### config.mk
export PLATFORM = sky130hd
export DESIGN_NAME = wss_sequencer
export DESIGN_NICKNAME = d
export VERILOG_FILES = /design/src/core/wss_pkg.sv /design/src/core/wss_sequencer.sv
export SDC_FILE = /design/constraint.sdc
export NUM_CORES = 1
export LEC_CHECK = 0
export ABC_AREA = 1
export BUFFER_PORTS_ARGS = -buffer_cell sky130_fd_sc_hd__buf_2
export CELL_PAD_IN_SITES_DETAIL_PLACEMENT = 1
export CELL_PAD_IN_SITES_GLOBAL_PLACEMENT = 2
export CORE_UTILIZATION = 28
export DETAILED_ROUTE_END_ITERATION = 8
export GPL_ROUTABILITY_DRIVEN = 1
export PLACE_DENSITY = 0.82
export SLEW_MARGIN = 20
export SYNTH_ARGS = -nofsm -noshare
export SYNTH_HDL_FRONTEND = slang
export SYNTH_SLANG_ARGS = --single-unit
export TNS_END_PERCENT = 20
### constraint.sdc
create_clock -name clk_in -period 3.2 [get_ports clk_in]
set_clock_uncertainty 0.1 [all_clocks]
set_input_delay 0.16 -clock clk_in [delete_from_list [all_inputs] [get_ports clk_in]]
set_output_delay 0.16 -clock clk_in [all_outputs]
set_load 0.03 [all_outputs]
### src/core/wss_pkg.sv
// Constants and types shared by the waveform sequence slot block
package wss_pkg;

	// Sequencer address range
	localparam logic [7:0] SEQ_FIRST_ADDR = 8'h0f; // First slot played after go
	localparam logic [7:0] SEQ_LAST_ADDR  = 8'h16; // Eighth and last slot
	localparam int         SLOT_COUNT     = 8;     // Slots in one sequence

	// Register offsets held in this block
	localparam logic [7:0] SLOT_FOUR_ADDR = 8'h12; // Fourth slot register
	localparam logic [7:0] SLOT_FIVE_ADDR = 8'h13; // Fifth slot register

	// Field layout and reset values
	localparam int         DELAY_SEL_BIT  = 7;     // Delay select position
	localparam int         ENTRY_MSB      = 6;     // Top bit of entry value
	localparam logic [7:0] SLOT_RESET     = 8'h00; // Slot value after reset
	localparam logic [6:0] ENTRY_STOP     = 7'h00; // Entry that ends playback
	localparam logic [7:0] READ_UNMAPPED  = 8'h00; // Read of a foreign offset

	// Delay time base
	localparam int DELAY_UNIT_MS     = 10;     // One delay step in ms
	localparam int CLK_FREQ_KHZ      = 100000; // Core clock rate in kHz
	localparam int DELAY_UNIT_CYCLES = DELAY_UNIT_MS * CLK_FREQ_KHZ; // Cycles per step

	// One slot: select bit over seven-bit value
	typedef struct packed {
		logic       delay_sel;   // One: value is a delay
		logic [6:0] entry_value; // Effect index or delay steps
	} wss_slot_t;

	// Register access request
	typedef struct packed {
		logic       wr;    // Write strobe
		logic       rd;    // Read strobe
		logic [7:0] addr;  // Register offset
		logic [7:0] wdata; // Write data
	} wss_reg_req_t;

	// Sequencer states, Gray along idle-fetch-play
	typedef enum logic [1:0] {
		WSS_IDLE  = 2'b00, // Waiting for go
		WSS_FETCH = 2'b01, // Examining current slot
		WSS_PLAY  = 2'b11, // Effect playing
		WSS_WAIT  = 2'b10  // Timed idle
	} wss_state_t;

endpackage

### src/core/wss_sequencer.sv
// Waveform sequencer with slot four and five registers
// What this block does
// - Delay select set: value is idle time
// - Idle lasts value times ten milliseconds
// - Delay select clear: value is effect
// - Seven-bit value indexes the effect library
// - Go starts playback at first slot
// - After finishing, move to next slot
// - Stop after eighth slot processed
// - Zero value stops playback there
// - Slots reset to zero, read/write
`timescale 1ns/10ps
`default_nettype none

module wss_sequencer #(
	parameter int DELAY_UNIT_CYCLES = wss_pkg::DELAY_UNIT_CYCLES // Cycles per delay step
) (
	input  wire logic                      clk_in,           // Core clock, 100 MHz
	input  wire logic                      reset_in,         // Synchronous reset, high
	input  wire wss_pkg::wss_reg_req_t     reg_req_in,       // Register access request
	input  wire logic                      go_in,            // Start pulse from go bit
	input  wire wss_pkg::wss_slot_t [7:0]  other_slots_in,   // Slot contents held elsewhere
	input  wire logic                      effect_done_in,   // Library effect finished
	output logic [7:0]                     rd_data_out,      // Register read data
	output logic                           effect_start_out, // Pulse: fetch an effect
	output logic [6:0]                     effect_index_out, // Library index to play
	output logic                           delay_active_out, // Timed idle in progress
	output logic                           busy_out,         // Sequence running
	output logic                           seq_done_out,     // Pulse: sequence ended
	output logic [7:0]                     slot_addr_out     // Address of current slot
);

	// Width of the delay tick counter
	localparam int TW = $clog2(DELAY_UNIT_CYCLES + 1);
	localparam logic [TW-1:0] TICK_LOAD = TW'(DELAY_UNIT_CYCLES - 1);

	// Refuse a time base the counter cannot serve
	if (DELAY_UNIT_CYCLES < 1) begin : g_check_unit
		$error("DELAY_UNIT_CYCLES must be at least one");
	end

	// Slot registers
	wss_pkg::wss_slot_t slot_four_reg;  // Slot at offset sequence_slot_four
	wss_pkg::wss_slot_t slot_four_next; // Its next value
	wss_pkg::wss_slot_t slot_five_reg;  // Slot at offset sequence_slot_five
	wss_pkg::wss_slot_t slot_five_next; // Its next value
	logic [7:0]         rd_data_reg;    // Read data
	logic [7:0]         rd_data_next;   // Next read data

	// Named views of the held fields
	logic       slot_four_delay_select; // Slot four select bit
	logic [6:0] slot_four_entry_value;  // Slot four value
	logic       slot_five_delay_select; // Slot five select bit
	logic [6:0] slot_five_entry_value;  // Slot five value

	// Sequencer state
	wss_pkg::wss_state_t state_reg;    // Current state
	wss_pkg::wss_state_t state_next;   // Next state
	logic [7:0]          addr_reg;     // Current slot address
	logic [7:0]          addr_next;    // Next slot address
	logic [6:0]          unit_reg;     // Delay steps left
	logic [6:0]          unit_next;    // Next steps left
	logic [TW-1:0]       tick_reg;     // Cycles left in step
	logic [TW-1:0]       tick_next;    // Next cycles left
	logic                start_reg;    // Effect start pulse
	logic                start_next;   // Next start pulse
	logic [6:0]          index_reg;    // Effect index
	logic [6:0]          index_next;   // Next effect index
	logic                done_reg;     // Sequence end pulse
	logic                done_next;    // Next end pulse
	logic                delay_reg;    // Delay active flag
	logic                busy_reg;     // Busy flag
	logic                advance;      // Current slot finished
	logic [2:0]          slot_sel;     // Slot number from address
	wss_pkg::wss_slot_t  cur_slot;     // Contents of current slot

	// Field views
	assign slot_four_delay_select = slot_four_reg.delay_sel;
	assign slot_four_entry_value  = slot_four_reg.entry_value;
	assign slot_five_delay_select = slot_five_reg.delay_sel;
	assign slot_five_entry_value  = slot_five_reg.entry_value;

	// Register writes and reads
	always_comb begin
		slot_four_next = slot_four_reg;
		slot_five_next = slot_five_reg;
		rd_data_next   = rd_data_reg;
		// Writes store both fields
		if (reg_req_in.wr && reg_req_in.addr == wss_pkg::SLOT_FOUR_ADDR) begin
			slot_four_next = reg_req_in.wdata;
		end else if (reg_req_in.wr && reg_req_in.addr == wss_pkg::SLOT_FIVE_ADDR) begin
			slot_five_next = reg_req_in.wdata;
		end
		// Reads return the stored slot
		if (reg_req_in.rd) begin
			if (reg_req_in.addr == wss_pkg::SLOT_FOUR_ADDR) begin
				rd_data_next = {slot_four_delay_select, slot_four_entry_value};
			end else if (reg_req_in.addr == wss_pkg::SLOT_FIVE_ADDR) begin
				rd_data_next = {slot_five_delay_select, slot_five_entry_value};
			end else begin
				rd_data_next = wss_pkg::READ_UNMAPPED; // Foreign offset
			end
		end
	end

	// Register file flops
	always_ff @(posedge clk_in) begin
		if (reset_in) begin
			slot_four_reg <= wss_pkg::SLOT_RESET;
			slot_five_reg <= wss_pkg::SLOT_RESET;
			rd_data_reg   <= wss_pkg::READ_UNMAPPED;
		end else begin
			slot_four_reg <= slot_four_next;
			slot_five_reg <= slot_five_next;
			rd_data_reg   <= rd_data_next;
		end
	end

	// Pick the current slot, local ones take priority
	always_comb begin
		slot_sel = 3'(addr_reg - wss_pkg::SEQ_FIRST_ADDR);
		if (addr_reg == wss_pkg::SLOT_FOUR_ADDR) begin
			cur_slot = slot_four_reg;
		end else if (addr_reg == wss_pkg::SLOT_FIVE_ADDR) begin
			cur_slot = slot_five_reg;
		end else begin
			cur_slot = other_slots_in[slot_sel];
		end
	end

	// Sequencer next state
	always_comb begin
		state_next = state_reg;
		addr_next  = addr_reg;
		unit_next  = unit_reg;
		tick_next  = tick_reg;
		start_next = 1'b0;
		index_next = index_reg;
		done_next  = 1'b0;
		advance    = 1'b0;
		case (state_reg)
			wss_pkg::WSS_IDLE: begin
				// Go always begins at the first slot
				if (go_in) begin
					addr_next  = wss_pkg::SEQ_FIRST_ADDR;
					state_next = wss_pkg::WSS_FETCH;
				end
			end
			wss_pkg::WSS_FETCH: begin
				if (cur_slot.entry_value == wss_pkg::ENTRY_STOP) begin
					// Zero entry ends the sequence here
					state_next = wss_pkg::WSS_IDLE;
					done_next  = 1'b1;
				end else if (cur_slot.delay_sel) begin
					// Value counts delay steps, no waveform
					state_next = wss_pkg::WSS_WAIT;
					unit_next  = cur_slot.entry_value;
					tick_next  = TICK_LOAD;
				end else begin
					// Value is a library position
					state_next = wss_pkg::WSS_PLAY;
					start_next = 1'b1;
					index_next = cur_slot.entry_value;
				end
			end
			wss_pkg::WSS_PLAY: begin
				// Effect end moves on
				if (effect_done_in) begin
					advance = 1'b1;
				end
			end
			wss_pkg::WSS_WAIT: begin
				// Step count times step length
				if (tick_reg != '0) begin
					tick_next = tick_reg - 1'b1;
				end else if (unit_reg > 7'h01) begin
					unit_next = unit_reg - 7'h01;
					tick_next = TICK_LOAD;
				end else begin
					advance = 1'b1;
				end
			end
			default: begin
				state_next = wss_pkg::WSS_IDLE; // Recover from a bad code
			end
		endcase
		// Finished slot: end at the last, else next
		if (advance) begin
			if (addr_reg == wss_pkg::SEQ_LAST_ADDR) begin
				state_next = wss_pkg::WSS_IDLE;
				done_next  = 1'b1;
			end else begin
				addr_next  = addr_reg + 8'h01;
				state_next = wss_pkg::WSS_FETCH;
			end
		end
	end

	// Sequencer flops
	always_ff @(posedge clk_in) begin
		if (reset_in) begin
			state_reg <= wss_pkg::WSS_IDLE;
			addr_reg  <= wss_pkg::SEQ_FIRST_ADDR;
			unit_reg  <= 7'h00;
			tick_reg  <= '0;
			start_reg <= 1'b0;
			index_reg <= 7'h00;
			done_reg  <= 1'b0;
			delay_reg <= 1'b0;
			busy_reg  <= 1'b0;
		end else begin
			state_reg <= state_next;
			addr_reg  <= addr_next;
			unit_reg  <= unit_next;
			tick_reg  <= tick_next;
			start_reg <= start_next;
			index_reg <= index_next;
			done_reg  <= done_next;
			delay_reg <= (state_next == wss_pkg::WSS_WAIT);
			busy_reg  <= (state_next != wss_pkg::WSS_IDLE);
		end
	end

	// Outputs straight from flops
	assign rd_data_out      = rd_data_reg;
	assign effect_start_out = start_reg;
	assign effect_index_out = index_reg;
	assign delay_active_out = delay_reg;
	assign busy_out         = busy_reg;
	assign seq_done_out     = done_reg;
	assign slot_addr_out    = addr_reg;

	// Go from idle lands on the first slot
	property p_go_first;
		@(posedge clk_in) disable iff (reset_in)
		(state_reg == wss_pkg::WSS_IDLE && go_in) |=>
			(addr_reg == wss_pkg::SEQ_FIRST_ADDR && state_reg == wss_pkg::WSS_FETCH);
	endproperty
	a_go_first: assert property (p_go_first) else $error("go did not start at first slot");

	// Zero entry stops with a done pulse
	property p_zero_stop;
		@(posedge clk_in) disable iff (reset_in)
		(state_reg == wss_pkg::WSS_FETCH && cur_slot.entry_value == 7'h00) |=>
			(seq_done_out && !effect_start_out && state_reg == wss_pkg::WSS_IDLE);
	endproperty
	a_zero_stop: assert property (p_zero_stop) else $error("zero entry did not stop");

	// Effect slot issues its index
	property p_effect_start;
		@(posedge clk_in) disable iff (reset_in)
		(state_reg == wss_pkg::WSS_FETCH && !cur_slot.delay_sel && cur_slot.entry_value != 7'h00)
			|=> (effect_start_out && effect_index_out == $past(cur_slot.entry_value) && !delay_active_out);
	endproperty
	a_effect_start: assert property (p_effect_start) else $error("effect not started");

	// Index comes from the low seven bits
	property p_index_bits;
		@(posedge clk_in) disable iff (reset_in)
		effect_start_out |-> (effect_index_out == $past(cur_slot.entry_value, 1) && busy_out);
	endproperty
	a_index_bits: assert property (p_index_bits) else $error("wrong effect index");

	// Delay slot idles with no effect
	property p_delay_idle;
		@(posedge clk_in) disable iff (reset_in)
		(state_reg == wss_pkg::WSS_FETCH && cur_slot.delay_sel && cur_slot.entry_value != 7'h00)
			|=> (delay_active_out && !effect_start_out && unit_reg == $past(cur_slot.entry_value))
			##1 (!effect_start_out);
	endproperty
	a_delay_idle: assert property (p_delay_idle) else $error("delay slot not idled");

	// Tick counts down one per cycle in a step
	property p_tick_down;
		@(posedge clk_in) disable iff (reset_in)
		(state_reg == wss_pkg::WSS_WAIT && tick_reg != '0) |=>
			(state_reg == wss_pkg::WSS_WAIT && tick_reg == $past(tick_reg) - 1'b1
			&& unit_reg == $past(unit_reg));
	endproperty
	a_tick_down: assert property (p_tick_down) else $error("delay tick wrong");

	// Step end with steps left reloads the tick
	property p_step_end;
		@(posedge clk_in) disable iff (reset_in)
		(state_reg == wss_pkg::WSS_WAIT && tick_reg == '0 && unit_reg > 7'h01) |=>
			(tick_reg == TICK_LOAD && unit_reg == $past(unit_reg) - 7'h01);
	endproperty
	a_step_end: assert property (p_step_end) else $error("delay step not reloaded");

	// Delay expiry and effect end advance alike
	property p_advance;
		@(posedge clk_in) disable iff (reset_in)
		(((state_reg == wss_pkg::WSS_PLAY && effect_done_in) ||
		  (state_reg == wss_pkg::WSS_WAIT && tick_reg == '0 && unit_reg <= 7'h01))
		 && addr_reg != wss_pkg::SEQ_LAST_ADDR) |=>
			(state_reg == wss_pkg::WSS_FETCH && addr_reg == $past(addr_reg) + 8'h01);
	endproperty
	a_advance: assert property (p_advance) else $error("slot did not advance");

	// Playing slot waits for effect end
	property p_play_hold;
		@(posedge clk_in) disable iff (reset_in)
		(state_reg == wss_pkg::WSS_PLAY && !effect_done_in) |=>
			(state_reg == wss_pkg::WSS_PLAY && addr_reg == $past(addr_reg));
	endproperty
	a_play_hold: assert property (p_play_hold) else $error("left slot early");

	// Effect end on the last slot ends the sequence
	property p_last_end;
		@(posedge clk_in) disable iff (reset_in)
		(state_reg == wss_pkg::WSS_PLAY && effect_done_in && addr_reg == wss_pkg::SEQ_LAST_ADDR)
			|=> (seq_done_out && !busy_out) ##1 !seq_done_out;
	endproperty
	a_last_end: assert property (p_last_end) else $error("no end after last slot");

	// Reset clears slot four, a read right after reset returns zero
	property p_slot_rw;
		@(posedge clk_in)
		(reset_in ##1 (reg_req_in.rd && reg_req_in.addr == wss_pkg::SLOT_FOUR_ADDR
			&& !reset_in)) |=> (rd_data_out == 8'h00 || $past(reg_req_in.wr, 2));
	endproperty
	a_slot_rw: assert property (p_slot_rw) else $error("slot not zero after reset");

endmodule

`default_nettype wire

; Word-level counts from Yosys, hierarchy flattened
; Index checks and enable logic that the tools add are counted.
[word_totals]
ff_bits = 72
latchBits = 0
ramBits = 0
rom_bits = 0
output_inout_bits = 27
memories = 0
[classes]
addsub = 4
n_mul = 0
div_mod_pow = 0
order_cmp = 2
eq_ne = 14
shift = 0
mux = 35
n_bitwise = 4
n_reduce_logical = 12
[op_table]
columns = operator, n
row1 = 20-bit 2-to-1 mux, 4
row2 = 8-bit 2-to-1 mux, 9
row3 = 8-bit by 5-bit == test with 1-bit output (second input constant), 5
row4 = 20-bit one-hot mux with 2 select lines, 1
row5 = 7-bit 2-to-1 mux, 4
row6 = 8-bit binary-select mux with 3-bit select, 1
row7 = 20-bit nonzero test, 1
row8 = 20-bit by 1-bit subtractor with 20-bit output (second input constant), 1
row9 = 7-bit one-hot mux with 2 select lines, 1
row10 = 1-bit 2-to-1 mux, 10
row11 = 8-bit by 1-bit adder with 8-bit output (second input constant), 1
row12 = 2-bit inequality test (second input constant), 4
row13 = 7-bit by 1-bit > comparator with 1-bit output (second input constant), 1
row14 = 7-bit logical NOT, 1
row15 = 7-bit by 1-bit subtractor with 7-bit output (second input constant), 1
row16 = 2-bit == test (second input constant), 3
row17 = 2-bit 2-to-1 mux, 3
row18 = 5-bit AND reduction, 1
row19 = 3-bit by 4-bit less-than comparator with 1-bit output (second input constant), 1
row20 = 1-bit NOT, 4
row21 = 2-bit one-hot mux with 2 select lines, 1
row22 = 4-bit AND reduction, 1
row23 = 2-bit nonzero test, 2
row24 = 3-bit inequality test (second input constant), 1
row25 = other kinds (8), 9

; Longest topological paths before layout
; Gate-level depths: netlist (run 1).
[logic_depth]
depth_word = 10
depth_mapped = 19
mapped_depth_nobuf = 16

; Worst setup path before layout (run 1)
; Ideal clock, no wire load.
[synth_path]
path_type = register -> register
startpoint = register addr_reg[0], in the netlist slot_addr_out[0]
endpoint = register index_reg[2], in the netlist effect_index_out[2]
setup_time_ps = 128
t_arrival_ps = 2591
required_ps = 2972
path_slack_ps = 381
path_stages_with_launch = 19
n_path_buf = 4
period_less_slack_ps = 2819
path_cell_list = dfxtp_1 buf_4 inv_4 buf_6 ha_1 inv_1 clkbuf_1 o21ai_0 o22ai_1 nand2_1 nand3_1 o211ai_1 nand2_2 inv_1 nand2_1 buf_4 nor2_1 a21oi_1 nor2_1
[synth_between]
elab_chain_len = 8
word_cells_on_any_way = 11
classes_between = add/sub (1) / eq/ne (2) / mux (4) / bitwise (2) / reduce/logical (2)
[synth_lines]
columns = item, line_no
row1 = start: declaration, wss_sequencer.sv:59  ; logic [7:0] addr_reg;
row2 = start signal: assignment, wss_sequencer.sv:203  ; addr_reg <= wss_pkg::SEQ_FIRST_ADDR;
row3 = start signal: assignment, wss_sequencer.sv:213  ; addr_reg <= addr_next;
row4 = 3-bit subtractor, wss_sequencer.sv:121  ; slot_sel = 3'(addr_reg - wss_pkg::SEQ_FIRST_ADDR);
row5 = 8-bit binary-select mux with 3-bit select, wss_sequencer.sv:127  ; cur_slot = other_slots_in[slot_sel];
row6 = 8-bit 2-to-1 mux (not written as such), wss_sequencer.sv:127
row7 = 8-bit 2-to-1 mux, wss_sequencer.sv:124  ; end else if (addr_reg == wss_pkg::SLOT_FIVE_ADDR) begin
row8 = 8-bit 2-to-1 mux *, wss_sequencer.sv:122  ; if (addr_reg == wss_pkg::SLOT_FOUR_ADDR) begin
row9 = 7-bit logical NOT, wss_sequencer.sv:150  ; if (cur_slot.entry_value == wss_pkg::ENTRY_STOP) begin
row10 = 1-bit NOT (no line), -
row11 = 3-bit AND reduction (no line), -
row12 = end signal: assignment, wss_sequencer.sv:217  ; index_reg <= index_next;
row13 = end: declaration, wss_sequencer.sv:67  ; logic [6:0] index_reg;
; Mark *: on every way between the ends. The rest lies on a longest branch, timed or not. The select of a mux whose other input is x is not followed.
; A chain may end at the register's enable or synchronous reset.

; Final worst setup path (run 1)
[layout_path]
startpoint = register addr_reg[0], in the netlist slot_addr_out[0]
endpoint = register index_reg[3], in the netlist effect_index_out[3]
; The elaborated chain is that of the path after synthesis.

==> impl_metrics.yaml, run 1 <==
status:
  run_status: "finished clean"
power:
  ir_drop_uv: 278
  p_leak_nw: 2.79
  p_per_area_nw_per_um2: 629
cts:
  cts_buffer_depth: 2
  root_buffer: "clkbuf_16"
  worstSkewPairLatency_ns: 0.35
  clock-sinks: 72
  post_cts_buffers: 0
  h-tree-depth: 3
  tritoncts: "built"
  cts_buffers: 9
  path_clk_slew_ns: 0.06
routing:
  firstDrtPassIters: 4
  met3_length_um: 619
  route.met2.wl_mm: 6.67
  top_layer_used: "met4"
  first_iter_violations: 163
  drt-met1-wl_mm: 7.75
  dr_total_vias: 4934
  vias_per_cell: 4.66
  final_antenna_net_count: 0
  remaining_drc_errors: 0
  avgRoutedWirePerCell_um: 14.3
  wl_mm: 15.1
cells_and_area:
  drive_gt1_share_pct: 22.0
  syn_to_final_growth_pct: 22.2
  largest_register_ffs: 20
  fin_nets: 929
job:
  maxCapViolations: 0
setup_path:
  arrival_ns: 3.01
  path_class: "reg2reg"
  cpPeakStageDelay_ns: 0.42
  startpoint_type: "flop"
  required_ns: 3.34
  crit_top_cell: "inv_1"
  crit_path_top_delay_cell: "dfxtp_1"
  crit_path_end_kind: "flop"
  path_cells: "inv_4 > ha_1 > inv_1 > o21ai_0 > o22ai_1 > nand2_1 > nand3_1 > o211ai_1 > nand2_2 > inv_1 > nand2_1 > inv_1 > o21ai_0 > nor2_1"
  crit_fanout: 13
synthesis:
  synth_flop_cell: "dfxtp_1"
  ys_types: 41
  syn_nets: 826
  syn-cell-area_um2: 4690
  synthMuxAreaShare_pct: 0
  synthSimpleGateAreaFrac_pct: 35.9
  synth.ff_latch_count: 72
  synthAdderAreaFrac_pct: 1.60
  yosysWarnings: 0
  async_reset_ff_share_pct: 0
  ys_seq_area_share_pct: 30.7
  synth_xor_area_share_pct: 1.87
  synth-compound-area-share_pct: 16.8
  synth-edff-count: 0
  synth.avg_cell_area_um2: 6.39
  synth_cells: 734
  synth_top_family_by_area: "simple AND/OR/NAND/NOR gates"
min_path:
  hp-class: "in2reg"
timing:
  rsz0062_at_grt: "no"
  min_period_ns: 2.87
  timing.fmax_mhz: 348
  slew_headroom_pct: 59.8
  slew_violations: 0
  fin_setup_tns_ns: 0
  worst_pin_slew_ns: 0.602
  setup_violations: 0
  fin_crit_sh_pct: 89.8
  finalWorstSetupSlack_ns: 0.326
  hold_viol: 0
grt:
  grt_max_degree: 37
  grt_pass1_wl_mm: 25.1
  overflow: 0
  grt.total_usage_pct: 18.1
  antenna_found_initial: 0
  grt_pass1_vias: 4901
placed_design:
  post-place-ws_ns: 0.313
  gp_congestion: 0.772
  dp_hpwl_mm: 11.3
  port_buffers: 112
floorplanning:
  core_um2: 16100
  die_w_um: 131
  die_h_um: 131
  start_util_pct: 29.1
  io_pins: 113
  rows: 46
  dieArea_um2: 17300
Yosys cell counts, types with 4 or more instances:
cell / number / share of area (%)
inv_1: 103 / 8.2
or2_2: 5 / 0.67
buf_4: 4 / 0.64
xor2_1: 5 / 0.93
ha_1: 6 / 1.6
a21oi_2: 10 / 1.9
nand2_1: 179 / 14
nor4_1: 4 / 0.53
nand3_1: 59 / 6.3
nand2_2: 16 / 2.1
xnor2_1: 5 / 0.93
inv_2: 7 / 0.56
a21oi_1: 32 / 3.4
o21ai_0: 43 / 4.6
dfxtp_1: 72 / 31
o221ai_1: 8 / 1.5
nor2_1: 70 / 5.6
buf_6: 7 / 1.7
a211oi_1: 8 / 1.3
nand4_1: 25 / 3.3
clkbuf_1: 17 / 1.4
o211ai_1: 12 / 1.9
nor3_1: 9 / 0.96
logic make-up after synthesis:
logic type	count (synthesis)
AOI/OAI and AO/OA	126
buffers and inverters	144
xor gates and xnor gates	10
and+or+nand+nor	376
DFF	72
adders and majority gates	6
routing by layer:
layer | vias to the layer above | global-route usage [%]
li1 | 2590 | -
met1 | 2253 | 24.5
met2 | 85 | 28.7
met3 | 6 | 3.67
met4 | 0 | 5.62
met5 | - | 0
report_power, final:
part	internal (mW)	switching, mW
sequential	1.01	0.117
clock	0.613	0.426
combinational	0.507	0.930
per-stage QoR:
stage          area (um^2)  hold WS (ns)  power [mW]  cells  utilization [%]
2_1_floorplan         4690         0.236        2.23    734                -
3_3_place_gp          5390         0.357        2.56   1039             33.5
3_5_place_dp          5390         0.367        2.58   1039             33.5
4_1_cts               5730      0.000154        3.66   1058             35.5
5_1_grt               5730       0.00948        3.91   1058             35.5
6_report              5730        0.0104        3.60   1059             35.6
cell usage in the layout (no fill, tap or decap), types with 2 or more instances in the layout:
| cell | netlist | layout |
|---|---|---|
| nand2_1 | 179 | 179 |
| buf_2 | 3 | 112 |
| inv_1 | 103 | 103 |
| dfxtp_1 | 72 | 72 |
| nor2_1 | 70 | 70 |
| nand3_1 | 59 | 59 |
| o21ai_0 | 43 | 43 |
| a21oi_1 | 32 | 32 |
| nand4_1 | 25 | 25 |
| nand2_2 | 16 | 16 |
| o211ai_1 | 12 | 12 |
| a21oi_2 | 10 | 10 |
| nor3_1 | 9 | 9 |
| clkbuf_16 | 0 | 9 |
| a211oi_1 | 8 | 8 |
| o221ai_1 | 8 | 8 |
| buf_4 | 4 | 8 |
| inv_2 | 7 | 7 |
| ha_1 | 6 | 6 |
| xnor2_1 | 5 | 5 |
| or2_2 | 5 | 5 |
| xor2_1 | 5 | 5 |
| nor4_1 | 4 | 4 |
| nor2_4 | 3 | 3 |
| nand3_2 | 3 | 3 |
| dlygate4sd3_1 | 0 | 3 |
| clkinv_1 | 2 | 2 |
| a31oi_1 | 2 | 2 |
| a311oi_1 | 2 | 2 |
| o31ai_1 | 2 | 2 |
| clkinv_4 | 0 | 2 |
path summary, 6_finish.rpt:
path	start	to	slack [ns]	depth (start not counted)
worst min register to register	rd_data_out[3]	rd_data_out[3]	0.38	2
worst max-delay path	slot_addr_out[0]	effect_index_out[3]	0.33	14
worst max register to register	slot_addr_out[0]	effect_index_out[3]	0.33	14
worst min-delay path	reg_req_in[2]	slot_five_entry_value[2]	0.01	3
area by class of cell:
type                    count  area (um^2)
clock inverters             7         80.1
repair buffers            123          651
diodes                      1         2.50
clock buffers               9          225
inverters                 113          427
multi-input cells         518         2630
flip-flops and latches     72         1440
well taps                 216          270
fillers                  2147        10400
timing repair:
action / CTS / global route
hold buffers: 3 / 0
resized for setup: 0 / 0
hold endpoints to repair: 3 / 0
worst max-delay path: cells and delay by family (launching register included):
| kind | cells | cell delay (ns) |
|---|---|---|
| fa+ha+maj | 1 | 0.36 |
| compound gates | 4 | 0.58 |
| buf+inv | 4 | 0.59 |
| simple gates | 5 | 0.70 |
| flops | 1 | 0.42 |
Note: power is estimated with default switching activity, not from simulation.
==> inputs of run 2 (changes only) <==
--- a/config.mk
+++ b/config.mk
@@ -13,6 +13,7 @@
 export DETAILED_ROUTE_END_ITERATION = 8
 export GPL_ROUTABILITY_DRIVEN = 1
 export PLACE_DENSITY = 0.82
+export RECOVER_POWER = 50
 export SLEW_MARGIN = 20
 export SYNTH_ARGS = -nofsm -noshare
 export SYNTH_HDL_FRONTEND = slang
==> impl_metrics.yaml, run 2 (synthesis gave the netlist of run 1 again) <==
placed_design:
  dp_hpwl_mm: 11.3
  port_buffers: 112
  dp_cells: 1039
  place_area_um2: 5390
  gp_congestion: 0.772
routing:
  firstDrtPassIters: 4
  remaining_drc_errors: 0
  dr_total_vias: 4943
  vias_per_cell: 4.67
  avgRoutedWirePerCell_um: 14.3
  wl_mm: 15.1
  first_iter_violations: 167
  final_antenna_net_count: 0
cts:
  cts_buffers: 9
  clock-sinks: 72
  worstSkewPairLatency_ns: 0.35
  tritoncts: "built"
  ctsHoldBuffers: 3
  h-tree-depth: 3
  cts_resized: 0
  post_cts_buffers: 0
  cts_buffer_depth: 2
  root_buffer: "clkbuf_16"
  path_clk_slew_ns: 0.06
cells_and_area:
  design_area_um2: 5700
  fill_cells: 2155
  syn_to_final_growth_pct: 21.5
  fin_nets: 929
  drive_gt1_share_pct: 18.9
  mostFrequentLayoutCell: "nand2_1"
  largest_register_ffs: 20
  instances_no_fill: 1059
  final_cell_mix: "nand2_1 (179), inv_1 (103), buf_2 (86)"
floorplanning:
  die_h_um: 131
  io_pins: 113
  dieArea_um2: 17300
  start_util_pct: 29.1
  rows: 46
  core_um2: 16100
  die_w_um: 131
min_path:
  hp-class: "in2reg"
grt:
  antenna_found_initial: 0
  grt_pass1_wl_mm: 25.1
  grt_pass1_vias: 4901
  grt_max_degree: 37
  grt.total_usage_pct: 18.1
  overflow: 0
timing:
  slew_headroom_pct: 59.8
  min_period_ns: 2.88
  timing.fmax_mhz: 347
  fin_crit_sh_pct: 90.0
  hold_viol: 0
  fin_setup_tns_ns: 0
  rsz0062_at_grt: "no"
  worst_pin_slew_ns: 0.601
  setup_violations: 0
  slew_violations: 0
setup_path:
  crit_fanout: 13
  required_ns: 3.34
  arrival_ns: 3.02
  path_class: "reg2reg"
  crit_path_end_kind: "flop"
  startpoint_type: "flop"
power:
  total_power_mw: 3.60
  p_leak_nw: 2.69
  ir_drop_uv: 277
  p_per_area_nw_per_um2: 632
job:
  maxCapViolations: 0
status:
  run_status: "finished clean"
-- run 2: changes by cell type in the layout (fill, tap and decap cells not counted) --
cell      before  now
buf_2        112   86
clkbuf_1       0   26
-- run 2: cell type report --
cell class | count | area, um^2 | area share, %
timing repair buffer | 123 | 618 | 10.8
antenna | 1 | 2.50 | 0.0439
clock inverter | 7 | 80.1 | 1.41
inverter | 113 | 427 | 7.49
multi-input combinational | 518 | 2630 | 46.2
tap | 216 | 270 | 4.74
clock buffer | 9 | 225 | 3.95
sequential | 72 | 1440 | 25.3
-- run 2: power by group --
part,switching (mW),total (mW),internal (mW)
Sequential,0.118,1.13,1.01
Clock,0.426,1.04,0.613
Combinational,0.930,1.43,0.500
-- run 2: per-stage QoR --
| step | util, % | setup slack [ns] | hold WS (ns) |
|---|---|---|---|
| after floorplan | - | 0.381 | 0.236 |
| after global placement | 33.5 | 0.393 | 0.357 |
| after detailed placement | 33.5 | 0.313 | 0.367 |
| after CTS | 35.5 | 0.293 | 0.000154 |
| after global routing | 35.3 | 0.00808 | 0.00948 |
| final | 35.4 | 0.322 | 0.0124 |
-- run 2: metal layers --
| layer | vias to the layer above | wire length [um] | track usage, % |
|---|---|---|---|
| li1 | 2591 | - | - |
| met1 | 2260 | 7760 | 24.5 |
| met2 | 82 | 6640 | 28.7 |
| met3 | 10 | 619 | 3.67 |
| met4 | 0 | 131 | 5.62 |
| met5 | - | 0 | 0 |
-- run 2: worst max-delay path: stages (launching register included) --
cell and delay [ns]:
dfxtp_1 0.42, inv_4 0.04, ha_1 0.36, inv_1 0.32, o21ai_0 0.15, o22ai_1 0.14, nand2_1 0.07, nand3_1 0.08
o211ai_1 0.11, nand2_2 0.22, inv_1 0.09, nand2_1 0.29, inv_1 0.14, o21ai_0 0.18, nor2_1 0.05
-- run 2: path summary, 6_finish.rpt --
check / startpoint / to / slack (ns) / cells past startpoint
max reg2reg: slot_addr_out[0] / effect_index_out[3] / 0.32 / 14
max: slot_addr_out[0] / effect_index_out[3] / 0.32 / 14
min reg2reg: rd_data_out[3] / rd_data_out[3] / 0.38 / 2
min: reg_req_in[2] / slot_five_entry_value[2] / 0.01 / 3
==> inputs of run 3 (changes only) <==
--- a/config.mk
+++ b/config.mk
@@ -9,7 +9,9 @@
 export BUFFER_PORTS_ARGS = -buffer_cell sky130_fd_sc_hd__buf_2
 export CELL_PAD_IN_SITES_DETAIL_PLACEMENT = 1
 export CELL_PAD_IN_SITES_GLOBAL_PLACEMENT = 2
+export CORE_ASPECT_RATIO = 0.6
 export CORE_UTILIZATION = 28
+export CTS_BUF_LIST = sky130_fd_sc_hd__clkbuf_16
 export DETAILED_ROUTE_END_ITERATION = 8
 export GPL_ROUTABILITY_DRIVEN = 1
 export PLACE_DENSITY = 0.82
==> impl_metrics.yaml, run 3 (synthesis gave the netlist of run 1 again) <==
status:
  run_status: "finished clean"
cts:
  cts_buffer_depth: 2
  h-tree-depth: 3
  cts_buffers: 9
  cts_resized: 0
  tritoncts: "built"
  worstSkewPairLatency_ns: 0.34
  ctsHoldBuffers: 0
  root_buffer: "clkbuf_16"
  post_cts_buffers: 0
  clock-sinks: 72
  path_clk_slew_ns: 0.06
timing:
  fin_crit_sh_pct: 90.1
  fin_setup_tns_ns: 0
  finalHoldWorstSlack_ns: 0.0180
  finalWorstSetupSlack_ns: 0.316
  slew_violations: 0
  timing.fmax_mhz: 347
  slew_headroom_pct: 50.4
  rsz0062_at_grt: "no"
  min_period_ns: 2.88
  worst_pin_slew_ns: 0.740
  hold_viol: 0
  setup_violations: 0
setup_path:
  path_class: "reg2reg"
  startpoint_type: "flop"
  crit_fanout: 20
  crit_path_end_kind: "flop"
  arrival_ns: 3.01
  r2r_slack_ns: 0.32
  required_ns: 3.32
floorplanning:
  rows: 36
  dieArea_um2: 17300
  die_w_um: 169
  die_h_um: 102
  io_pins: 113
  core_um2: 16300
  start_util_pct: 28.8
grt:
  overflow: 0
  grt.total_usage_pct: 20.1
  grt_pass1_wl_mm: 27.2
  grt_pass1_vias: 5069
  antenna_found_initial: 0
  grt_max_degree: 36
cells_and_area:
  utilization_pct: 34.9
  mostFrequentLayoutCell: "nand2_1"
  regArea_um2: 1440
  drive_gt1_share_pct: 19.1
  design_area_um2: 5690
  syn_to_final_growth_pct: 21.3
  fill_cells: 2196
  fin_nets: 927
  multi_input_area_um2: 2640
  largest_register_ffs: 20
  instances_no_fill: 1067
  final_cell_mix: "nand2_1 (178), inv_1 (102), buf_2 (85)"
  n_antenna_cell: 0
power:
  total_power_mw: 3.65
  ir_drop_uv: 320
  p_leak_nw: 2.66
  p_per_area_nw_per_um2: 641
placed_design:
  gp_congestion: 0.811
  port_buffers: 112
  place_area_um2: 5420
  dp_cells: 1052
  post-place-ws_ns: 0.109
  dp_hpwl_mm: 12.7
routing:
  wl_mm: 16.3
  remaining_drc_errors: 0
  avgRoutedWirePerCell_um: 15.3
  dr_total_vias: 5075
  final_antenna_net_count: 0
  vias_per_cell: 4.76
  firstDrtPassIters: 4
  first_iter_violations: 310
job:
  maxCapViolations: 0
min_path:
  hp-class: "in2reg"
[run 3: cell types whose count changed in the layout (fill, tap and decap cells not counted), sizes merged]
cell | previous run | this run
inv | 113 | 111
clkbuf | 35 | 36
diode | 1 | 0
dlygate4sd3 | 3 | 0
clkinvlp | 1 | 4
clkinv | 5 | 3
[run 3: final timing paths]
path / start / endpoint / cells past startpoint
worst max-delay path: slot_addr_out[0] / effect_index_out[3] / 14
worst max register to register: slot_addr_out[0] / effect_index_out[3] / 14
worst min register to register: effect_index_out[1] / effect_index_out[1] / 2
worst min-delay path: reg_req_in[2] / slot_five_entry_value[2] / 3
[run 3: cell type report]
class,instances,share of cell area [%]
tap,228,5.01
multi-input combinational,518,46.5
clock inverter,6,1.23
clock buffer,9,3.96
inverter,113,7.56
sequential,72,25.3
timing repair buffer,121,10.4
[run 3: critical path, stage by stage (launching register included)]
cell,delay (ns)
dfxtp_1,0.48
inv_4,0.05
ha_1,0.34
buf_4,0.27
o21ai_0,0.14
o22ai_1,0.16
nand2_1,0.06
nand3_1,0.08
o211ai_1,0.11
nand2_2,0.31
inv_1,0.12
nand2_2,0.21
inv_1,0.12
o21ai_0,0.16
nor2_1,0.06
[run 3: report_power, final]
part | switching [mW] | internal, mW | total [mW]
sequential | 0.119 | 1.01 | 1.13
combinational | 0.997 | 0.502 | 1.50
clock | 0.415 | 0.603 | 1.02
total | 1.53 | 2.12 | 3.65
[run 3: routing by layer]
metal / vias to the layer above / share of wire (%) / track usage, %
met5: - / 0 / 0
met4: 0 / 0.45 / 2.49
met3: 6 / 4.7 / 4.07
met2: 89 / 38 / 28.1
met1: 2384 / 57 / 31.7
li1: 2596 / - / -
